## config.mk

```make
export PLATFORM = sky130hd
export DESIGN_NAME = ddbc_channel_flat
export DESIGN_NICKNAME = d
export VERILOG_FILES = /design/src/design/ddbc_pkg.sv /design/src/design/ddbc_if.sv /design/src/design/ddbc_word_merge.sv /design/src/design/ddbc_channel.sv /design/src/flat_wrapper.sv
export SDC_FILE = /design/constraint.sdc
export NUM_CORES = 1
export LEC_CHECK = 0
export BUFFER_PORTS_ARGS = -buffer_cell sky130_fd_sc_hd__clkbuf_2
export CELL_PAD_IN_SITES_DETAIL_PLACEMENT = 1
export CELL_PAD_IN_SITES_GLOBAL_PLACEMENT = 1
export CORE_ASPECT_RATIO = 0.7
export CORE_MARGIN = 3
export CORE_UTILIZATION = 41
export CTS_CLUSTER_DIAMETER = 150
export DETAILED_ROUTE_END_ITERATION = 10
export MAX_ROUTING_LAYER = met4
export PLACE_DENSITY = 0.73
export SKIP_CTS_REPAIR_TIMING = 1
export SYNTH_ARGS = -nofsm -noshare
export SYNTH_HDL_FRONTEND = slang
export SYNTH_SLANG_ARGS = --single-unit
```

## constraint.sdc

```tcl
create_clock -name clk_sys -period 6.5 [get_ports clk_sys]
set_clock_uncertainty 0.05 [all_clocks]
set_input_delay 0.325 -clock clk_sys [delete_from_list [all_inputs] [get_ports clk_sys]]
set_output_delay 0.325 -clock clk_sys [all_outputs]
set_load 0.1 [all_outputs]
```

## src/design/ddbc_pkg.sv

```systemverilog
/*
 shared constants for the double-buffer dma channel: mode codes, register offsets,
 status bit positions and reset values.
 assumes a single clock clk_sys at 20 mhz and a synchronous active-high reset.
*/
package ddbc_pkg;
   localparam int DDBC_AW = 32;
   localparam int DDBC_DW = 32;
   localparam logic [3:0] DDBC_MODE_NONE = 4'h0;
   localparam logic [3:0] DDBC_MODE_SRC_SW = 4'h8;
   localparam logic [3:0] DDBC_MODE_SRC_HW = 4'h9;
   localparam logic [3:0] DDBC_MODE_DST_SW = 4'hA;
   localparam logic [3:0] DDBC_MODE_DST_HW = 4'hB;
   localparam logic [3:0] DDBC_OFS_MODE = 4'h0;
   localparam logic [3:0] DDBC_OFS_CTRL = 4'h1;
   localparam logic [3:0] DDBC_OFS_STATE = 4'h2;
   localparam logic [3:0] DDBC_OFS_PTR0 = 4'h3;
   localparam logic [3:0] DDBC_OFS_PTR1 = 4'h4;
   localparam logic [3:0] DDBC_OFS_FIXED = 4'h5;
   localparam logic [3:0] DDBC_OFS_COUNT = 4'h6;
   localparam logic [3:0] DDBC_OFS_IRQ_STAT = 4'h7;
   localparam logic [3:0] DDBC_OFS_IRQ_MASK = 4'h8;
   localparam int DDBC_CTRL_HALT_REQ = 0;
   localparam int DDBC_CTRL_HALT_CLR = 1;
   localparam int DDBC_CTRL_SWITCH = 2;
   localparam int DDBC_CTRL_SET_REQ = 3;
   localparam int DDBC_ST_HALT_ACK = 0;
   localparam int DDBC_ST_PENDING = 1;
   localparam int DDBC_ST_FROZEN = 2;
   localparam int DDBC_ST_LOST = 3;
   localparam int DDBC_ST_ACTIVE = 4;
   localparam int DDBC_ST_STOPPED = 5;
   localparam int DDBC_EV_DONE = 0;
   localparam int DDBC_EV_LOST = 1;
   localparam int DDBC_EV_STOP = 2;
   localparam int DDBC_EV_W = 3;
   localparam logic [31:0] DDBC_PTR_RESET = 32'h0000_0000;
   localparam logic [15:0] DDBC_COUNT_RESET = 16'h0010;
endpackage

```

## src/design/ddbc_if.sv

```systemverilog
/*
 link between the dma channel and the system bus memory side plus request source.
 assumes both ends share clk_sys; one move is a word write, ended by bus_ack.
*/
`timescale 1ns/1ns
interface ddbc_if (
   input wire logic clk_sys
);
   import ddbc_pkg::*;
   logic hw_req;
   logic bus_req;
   logic bus_we;
   logic [DDBC_AW-1:0] bus_addr;
   logic [DDBC_DW-1:0] bus_wdata;
   logic [DDBC_DW-1:0] bus_rdata;
   logic bus_ack;
   modport channel (
      input hw_req,
      output bus_req,
      output bus_we,
      output bus_addr,
      output bus_wdata,
      input bus_rdata,
      input bus_ack
   );
   modport memory (
      output hw_req,
      input bus_req,
      input bus_we,
      input bus_addr,
      input bus_wdata,
      output bus_rdata,
      output bus_ack
   );
endinterface

```

## src/design/ddbc_word_merge.sv

```systemverilog
/*
 merges a word write into a 32-bit pointer; partial-width writes are ignored whole.
 assumes byte enables arrive with the write strobe.
*/
`timescale 1ns/1ns
module ddbc_word_merge
   import ddbc_pkg::*;
(
   input wire logic [DDBC_DW-1:0] old_value,
   input wire logic [DDBC_DW-1:0] wr_data,
   input wire logic [3:0] wr_be,
   output logic [DDBC_DW-1:0] new_value,
   output logic partial
);
   always_comb begin
      partial = (wr_be != 4'hF);
      new_value = partial ? old_value : wr_data;
   end
endmodule

```

## src/design/ddbc_channel.sv

```systemverilog
/*
 double-buffer dma channel: software register port, buffer switch, halt, requests.
 assumes a memory end on ddbc_if that acks each move; hw_req is a same-clock pulse.
*/
// Functional notes
// - mode 1000/1001 selects double source buffering
// - mode 1010/1011 selects double destination buffering
// - software-only mode stops at buffer end
// - software writes pointers as whole words
// - switch keeps pending request, no split
// - dropped request sets request lost flag
// - halt request halts, then acknowledge reads one
// - pending request state bit is readable
// - switch exchanges buffer, frozen then reads one
// - set request raises pending software request
// - halt clear resumes a halted channel
// - software follows the seven-step switch sequence
// - software watches overflow and lost flags
`timescale 1ns/1ns
module ddbc_channel
   import ddbc_pkg::*;
#(
   parameter int CW = 16
) (
   input wire logic clk_sys,
   input wire logic reset,
   input wire logic [3:0] reg_addr,
   input wire logic [DDBC_DW-1:0] reg_wdata,
   input wire logic [3:0] reg_be,
   input wire logic reg_write,
   input wire logic reg_read,
   output logic [DDBC_DW-1:0] reg_rdata,
   output logic irq,
   ddbc_if.channel link
);
   typedef enum logic [2:0] {
      DDBC_IDLE = 3'b001,
      DDBC_MOVE = 3'b010,
      DDBC_HALTED = 3'b100
   } ddbc_state_e;
   ddbc_state_e state_reg;
   logic [3:0] shadow_control_mode_reg;
   logic [DDBC_AW-1:0] ptr_reg [2];
   logic [DDBC_AW-1:0] fixed_reg;
   logic [CW-1:0] count_reg;
   logic [CW-1:0] index_reg;
   logic active_reg;
   logic frozen_reg;
   logic stopped_reg;
   logic pending_request_state_reg;
   logic request_lost_flag_reg;
   logic halt_req_reg;
   logic halt_acknowledge_reg;
   logic [DDBC_EV_W-1:0] irq_stat_reg;
   logic [DDBC_EV_W-1:0] irq_mask_reg;
   logic bus_req_reg;
   logic bus_we_reg;
   logic [DDBC_AW-1:0] bus_addr_reg;
   logic [DDBC_DW-1:0] bus_wdata_reg;
   logic [DDBC_DW-1:0] merged;
   logic start_move;
   logic wr_partial;
   logic wr_ctrl;
   logic double_mode;
   logic dst_mode;
   logic hw_switch;
   logic move_done;
   logic last_move;
   logic sw_switch;
   logic set_req;
   logic [DDBC_EV_W-1:0] events;

   ddbc_word_merge u_merge (
      .old_value(ptr_reg[reg_addr == DDBC_OFS_PTR1]),
      .wr_data(reg_wdata),
      .wr_be(reg_be),
      .new_value(merged),
      .partial(wr_partial)
   );

   assign wr_ctrl = reg_write && reg_addr == DDBC_OFS_CTRL;
   assign sw_switch = wr_ctrl && reg_wdata[DDBC_CTRL_SWITCH];
   assign set_req = wr_ctrl && reg_wdata[DDBC_CTRL_SET_REQ];
   assign double_mode = shadow_control_mode_reg[3:2] == 2'b10;
   assign dst_mode = shadow_control_mode_reg[1];
   assign hw_switch = shadow_control_mode_reg[0];
   assign move_done = state_reg == DDBC_MOVE && link.bus_ack;
   // a switch or software request in the same cycle holds the move back
   assign start_move = state_reg == DDBC_IDLE && pending_request_state_reg && !halt_req_reg
      && !stopped_reg && !set_req && !sw_switch;
   assign last_move = index_reg == count_reg - CW'(1);
   assign events[DDBC_EV_DONE] = move_done && last_move;
   assign events[DDBC_EV_LOST] = link.hw_req && pending_request_state_reg && !start_move;
   assign events[DDBC_EV_STOP] = move_done && last_move && double_mode && !hw_switch;

   // mode, pointers, fixed address and count; pointers take whole words only
   always_ff @(posedge clk_sys) begin
      if (reset) begin
         shadow_control_mode_reg <= DDBC_MODE_NONE;
         ptr_reg[0] <= DDBC_PTR_RESET;
         ptr_reg[1] <= DDBC_PTR_RESET;
         fixed_reg <= DDBC_PTR_RESET;
         count_reg <= CW'(DDBC_COUNT_RESET);
      end else if (reg_write) begin
         case (reg_addr)
            DDBC_OFS_MODE: shadow_control_mode_reg <= reg_wdata[3:0];
            DDBC_OFS_PTR0: if (!wr_partial) ptr_reg[0] <= merged;
            DDBC_OFS_PTR1: if (!wr_partial) ptr_reg[1] <= merged;
            DDBC_OFS_FIXED: fixed_reg <= reg_wdata;
            DDBC_OFS_COUNT: count_reg <= reg_wdata[CW-1:0];
            default: ;
         endcase
      end
   end

   // pending request: set wins over the service clear
   always_ff @(posedge clk_sys) begin
      if (reset) begin
         pending_request_state_reg <= 1'b0;
      end else if (link.hw_req || set_req) begin
         pending_request_state_reg <= 1'b1;
      end else if (start_move) begin
         pending_request_state_reg <= 1'b0;
      end
   end

   // request lost flag, write one to clear; set wins
   always_ff @(posedge clk_sys) begin
      if (reset) begin
         request_lost_flag_reg <= 1'b0;
      end else if (events[DDBC_EV_LOST]) begin
         request_lost_flag_reg <= 1'b1;
      end else if (reg_write && reg_addr == DDBC_OFS_STATE && reg_wdata[DDBC_ST_LOST]) begin
         request_lost_flag_reg <= 1'b0;
      end
   end

   // halt request and acknowledge
   always_ff @(posedge clk_sys) begin
      if (reset) begin
         halt_req_reg <= 1'b0;
      end else if (wr_ctrl && reg_wdata[DDBC_CTRL_HALT_CLR]) begin
         halt_req_reg <= 1'b0;
      end else if (wr_ctrl && reg_wdata[DDBC_CTRL_HALT_REQ]) begin
         halt_req_reg <= 1'b1;
      end
   end

   always_ff @(posedge clk_sys) begin
      if (reset) begin
         halt_acknowledge_reg <= 1'b0;
      end else begin
         halt_acknowledge_reg <= halt_req_reg && state_reg != DDBC_MOVE;
      end
   end

   // buffer switch: only between moves, so data never splits
   always_ff @(posedge clk_sys) begin
      if (reset) begin
         active_reg <= 1'b0;
         frozen_reg <= 1'b0;
         stopped_reg <= 1'b0;
         index_reg <= '0;
      end else if (sw_switch && double_mode && state_reg != DDBC_MOVE) begin
         active_reg <= !active_reg;
         frozen_reg <= 1'b1;
         stopped_reg <= 1'b0;
         index_reg <= '0;
      end else if (move_done) begin
         frozen_reg <= 1'b0;
         if (last_move) begin
            index_reg <= '0;
            if (double_mode && hw_switch) begin
               active_reg <= !active_reg;
            end else if (double_mode) begin
               stopped_reg <= 1'b1;
            end
         end else begin
            index_reg <= index_reg + CW'(1);
         end
      end
   end

   // move engine: write one word per request
   always_ff @(posedge clk_sys) begin
      if (reset) begin
         state_reg <= DDBC_IDLE;
         bus_req_reg <= 1'b0;
         bus_we_reg <= 1'b0;
         bus_addr_reg <= '0;
         bus_wdata_reg <= '0;
      end else begin
         case (state_reg)
            DDBC_IDLE: begin
               if (halt_req_reg) begin
                  state_reg <= DDBC_HALTED;
               end else if (start_move) begin
                  state_reg <= DDBC_MOVE;
                  bus_req_reg <= 1'b1;
                  bus_we_reg <= 1'b1;
                  bus_wdata_reg <= fixed_reg;
                  bus_addr_reg <= (dst_mode || !double_mode)
                     ? ptr_reg[active_reg] + {index_reg, 2'b00}
                     : fixed_reg;
               end
            end
            DDBC_MOVE: begin
               if (link.bus_ack) begin
                  state_reg <= DDBC_IDLE;
                  bus_req_reg <= 1'b0;
               end
            end
            DDBC_HALTED: begin
               if (!halt_req_reg) state_reg <= DDBC_IDLE;
            end
            default: state_reg <= DDBC_IDLE;
         endcase
      end
   end

   // interrupt status, write one to clear, set wins
   always_ff @(posedge clk_sys) begin
      if (reset) begin
         irq_stat_reg <= '0;
         irq_mask_reg <= '0;
         irq <= 1'b0;
      end else begin
         for (int i = 0; i < DDBC_EV_W; i++) begin
            if (events[i]) begin
               irq_stat_reg[i] <= 1'b1;
            end else if (reg_write && reg_addr == DDBC_OFS_IRQ_STAT && reg_wdata[i]) begin
               irq_stat_reg[i] <= 1'b0;
            end
         end
         if (reg_write && reg_addr == DDBC_OFS_IRQ_MASK) irq_mask_reg <= reg_wdata[DDBC_EV_W-1:0];
         irq <= |(irq_stat_reg & irq_mask_reg);
      end
   end

   // read port, data one cycle after the strobe
   always_ff @(posedge clk_sys) begin
      if (reset) begin
         reg_rdata <= '0;
      end else if (reg_read) begin
         case (reg_addr)
            DDBC_OFS_MODE: reg_rdata <= {28'h000_0000, shadow_control_mode_reg};
            DDBC_OFS_STATE: reg_rdata <= {26'h000_0000, stopped_reg, active_reg,
               request_lost_flag_reg, frozen_reg, pending_request_state_reg,
               halt_acknowledge_reg};
            DDBC_OFS_PTR0: reg_rdata <= ptr_reg[0];
            DDBC_OFS_PTR1: reg_rdata <= ptr_reg[1];
            DDBC_OFS_FIXED: reg_rdata <= fixed_reg;
            DDBC_OFS_COUNT: reg_rdata <= DDBC_DW'(count_reg);
            DDBC_OFS_IRQ_STAT: reg_rdata <= {29'h0000_0000, irq_stat_reg};
            DDBC_OFS_IRQ_MASK: reg_rdata <= {29'h0000_0000, irq_mask_reg};
            default: reg_rdata <= '0;
         endcase
      end else begin
         reg_rdata <= '0;
      end
   end

   assign link.bus_req = bus_req_reg;
   assign link.bus_we = bus_we_reg;
   assign link.bus_addr = bus_addr_reg;
   assign link.bus_wdata = bus_wdata_reg;
endmodule

```

## src/flat_wrapper.sv

```systemverilog
// flat-port wrapper written by rule: the top's interface ports become plain ports
module ddbc_channel_flat import ddbc_pkg::*;
#(
   parameter int CW = 16
)
  (clk_sys, reset, reg_addr, reg_wdata, reg_be, reg_write, reg_read, reg_rdata, irq, link_hw_req, link_bus_req, link_bus_we, link_bus_addr, link_bus_wdata, link_bus_rdata, link_bus_ack);
  ddbc_if link_i (.clk_sys(clk_sys));
  input wire logic clk_sys;
  input wire logic reset;
  input wire logic [3:0] reg_addr;
  input wire logic [DDBC_DW-1:0] reg_wdata;
  input wire logic [3:0] reg_be;
  input wire logic reg_write;
  input wire logic reg_read;
  output logic [DDBC_DW-1:0] reg_rdata;
  output logic irq;
  input wire logic [$bits(link_i.hw_req)-1:0] link_hw_req;
  output wire logic [$bits(link_i.bus_req)-1:0] link_bus_req;
  output wire logic [$bits(link_i.bus_we)-1:0] link_bus_we;
  output wire logic [$bits(link_i.bus_addr)-1:0] link_bus_addr;
  output wire logic [$bits(link_i.bus_wdata)-1:0] link_bus_wdata;
  input wire logic [$bits(link_i.bus_rdata)-1:0] link_bus_rdata;
  input wire logic [$bits(link_i.bus_ack)-1:0] link_bus_ack;
  assign link_i.hw_req = link_hw_req;
  assign link_bus_req = link_i.bus_req;
  assign link_bus_we = link_i.bus_we;
  assign link_bus_addr = link_i.bus_addr;
  assign link_bus_wdata = link_i.bus_wdata;
  assign link_i.bus_rdata = link_bus_rdata;
  assign link_i.bus_ack = link_bus_ack;
  ddbc_channel #(.CW(CW)) u_core (.clk_sys(clk_sys), .reset(reset), .reg_addr(reg_addr), .reg_wdata(reg_wdata), .reg_be(reg_be), .reg_write(reg_write), .reg_read(reg_read), .reg_rdata(reg_rdata), .irq(irq), .link(link_i));
endmodule
```

==> flow_summary.toml <==
[timing]
worst_slew_pin_slew_ns = 0.975
finalCriticalPeriod_ns = 4.30
tns_ns = 0
holdWs_ns = -0.00314
hold_viol_final = 1
rsz0062_at_grt = "no"
drv_slew = 0
setup_slack_ns = 2.20
fmax_mhz = 233
setup_viol = 0
slew_headroom = 0.348
period_share = 0.661

[pwr]
leakage_nw = 5.04
cellPowerDensity_mw_per_mm2 = 273
irDropWorstVdd_mv = 0.168

[placed_design]
hpwl_mm = 26.4
io_buffers = 144
place.gp.congestion = 0.874
dp.cells = 1705
dpl_worst_slack_ns = 2.19

[clock_tree]
root_buffer = "clkbuf_16"
tritoncts = "yes"
clkTransAtPathRegs_ns = 0.06
cts_max_level = 1
cts.sink_count = 248
cts_buffer_depth = 3
insertion_delay_ns = 0.53
cts_buffers = 26

[synthesis]
ys_ff_latch = 248
synth_edf_count = 64
syn_area_sq_mm = 0.0115
synthTopCellsByCount = "nand2_1, dfxtp_1, a21oi_1"
yosysMostFrequentCell = "nand2_1"
yosysWarnings = 0
synth_cell_types = 69
yosysTopAreaCellShare = 0.322
syn-num-nets = 1365
yosysSeqAreaShare = 0.490
async_flop_share = 0
syn-instance-count = 1268
avgSynthCellArea_sq_um = 9.03
ys_top_cells_by_area = "dfxtp_1, edfxtp_1, nand2_1"
synthFlopType = "dfxtp_1"
yosys.area.top_type = "dfxtp_1"

[route]
drt_pass1_iterations = 6
via_per_inst = 5.80
drt_iter0_drc = 773
wl_mm = 39.7
ant_nets = 0
drcViolationCount = 0
num_vias = 10228
routedWlPerCell_microns = 22.5

[grt]
grt_pass1_vias = 10316
grt_max_degree = 72
antenna_found_initial = 0
grtUsageTotal = 0.266
grt_pass1_wl_mm = 60.7
grt-ovfl-total = 0

[run_status]
violations = "negative hold slack"
status = "finished with violations"

[floorplan]
die_area_sq_mm = 0.0300
coreArea_sq_mm = 0.0271
ioPinCount = 177
initial_core_util = 0.423
die_height_microns = 146
dieWidth_microns = 206
row_count = 50

[setup_path]
cp_max_fo = 24
endpoint_kind = "flop"
crit_type = "flop to flop"
crit_path_start_kind = "flop"
cp.arrival_ns = 4.66
worst_ep_required_time_ns = 6.86

[final_layout]
syn2layout_area_growth_pct = 16.8
drive_gt1_frac = 0.172
final_cells = 1763
largest_reg_flops = 64
nets = 1476
diodes = 0

[run]
cap_viol_max_count = 0

[min_path]
min_from = "reg_wdata[20]"
hold_path_class = "primary input to flop"
==> worst max-delay path: stages, from the launching register on <==
cell	delay, ns
dfxtp_2	0.68
buf_4	0.45
mux2i_1	0.34
inv_1	0.08
ha_1	0.27
a21o_1	0.21
nand4_1	0.15
a21oi_1	0.11
o41ai_1	0.70
o311a_1	0.51
nor2_1	0.10
xor2_1	0.17
a2111oi_0	0.36
==> stage by stage <==
step / cell area (sq um) / total power, W / utilization
after floorplan: 11500 / 0.00204 / -
after global placement: 12400 / 0.00216 / 0.458
after detailed placement: 12400 / 0.00217 / 0.458
after CTS: 13300 / 0.00366 / 0.490
after global routing: 13400 / 0.00376 / 0.494
final: 13400 / 0.00364 / 0.494
==> path summary, 6_finish.rpt <==
check / endpoint / slack [ns] / depth (start not counted)
hold / removal: u_core.fixed_reg[20] / -0.003 / 3
setup reg to reg: u_core.link.bus_addr[23] / 2.20 / 12
setup / recovery: u_core.link.bus_addr[23] / 2.20 / 12
hold reg to reg: u_core.link.bus_wdata[27] / 0.40 / 2
==> per-layer routing <==
metal | track usage | up-vias | share of wire
li1 | - | 4726 | -
met1 | 0.380 | 5111 | 0.48
met5 | - | - | 0
met3 | 0.0367 | 51 | 0.061
met4 | 0.0553 | 0 | 0.019
met2 | 0.402 | 340 | 0.44
==> power breakdown <==
group          internal [W]  switching, W
clock network      0.000874      0.000629
logic             0.0000980      0.000366
registers           0.00163     0.0000423
total               0.00261       0.00104
==> cell families after synthesis <==
group,after synthesis,share of synthesized area
DFF,248,0.490
muxes,51,0.0470
AOI/OAI and AO/OA,276,0.157
xor gates and xnor gates,52,0.0398
buffers and inverters,95,0.0328
adders and majority gates,19,0.0214
and+or+nand+nor,527,0.213
==> placed cells by master (no fill, tap or decap), drive strengths merged, types with 17 or more instances in the layout <==
cell    count
o21ai      29
ha         18
xnor2      24
nor3       20
nor2b      17
a21oi     141
mux2       22
mux2i      29
nor2      112
edfxtp     64
clkbuf    180
nand2     236
nand3      32
and2       37
a222oi     27
dfxtp     184
xor2       28
==> layout make-up <==
cell class / count / area [sq um]
inverters: 10 / 37.5
well taps: 364 / 455
multi-input cells: 925 / 5490
clock inverters: 11 / 109
fillers: 3176 / 13700
flip-flops and latches: 248 / 5610
repair buffers: 168 / 928
clock buffers: 37 / 743
Note: power is estimated with default switching activity, not from simulation.
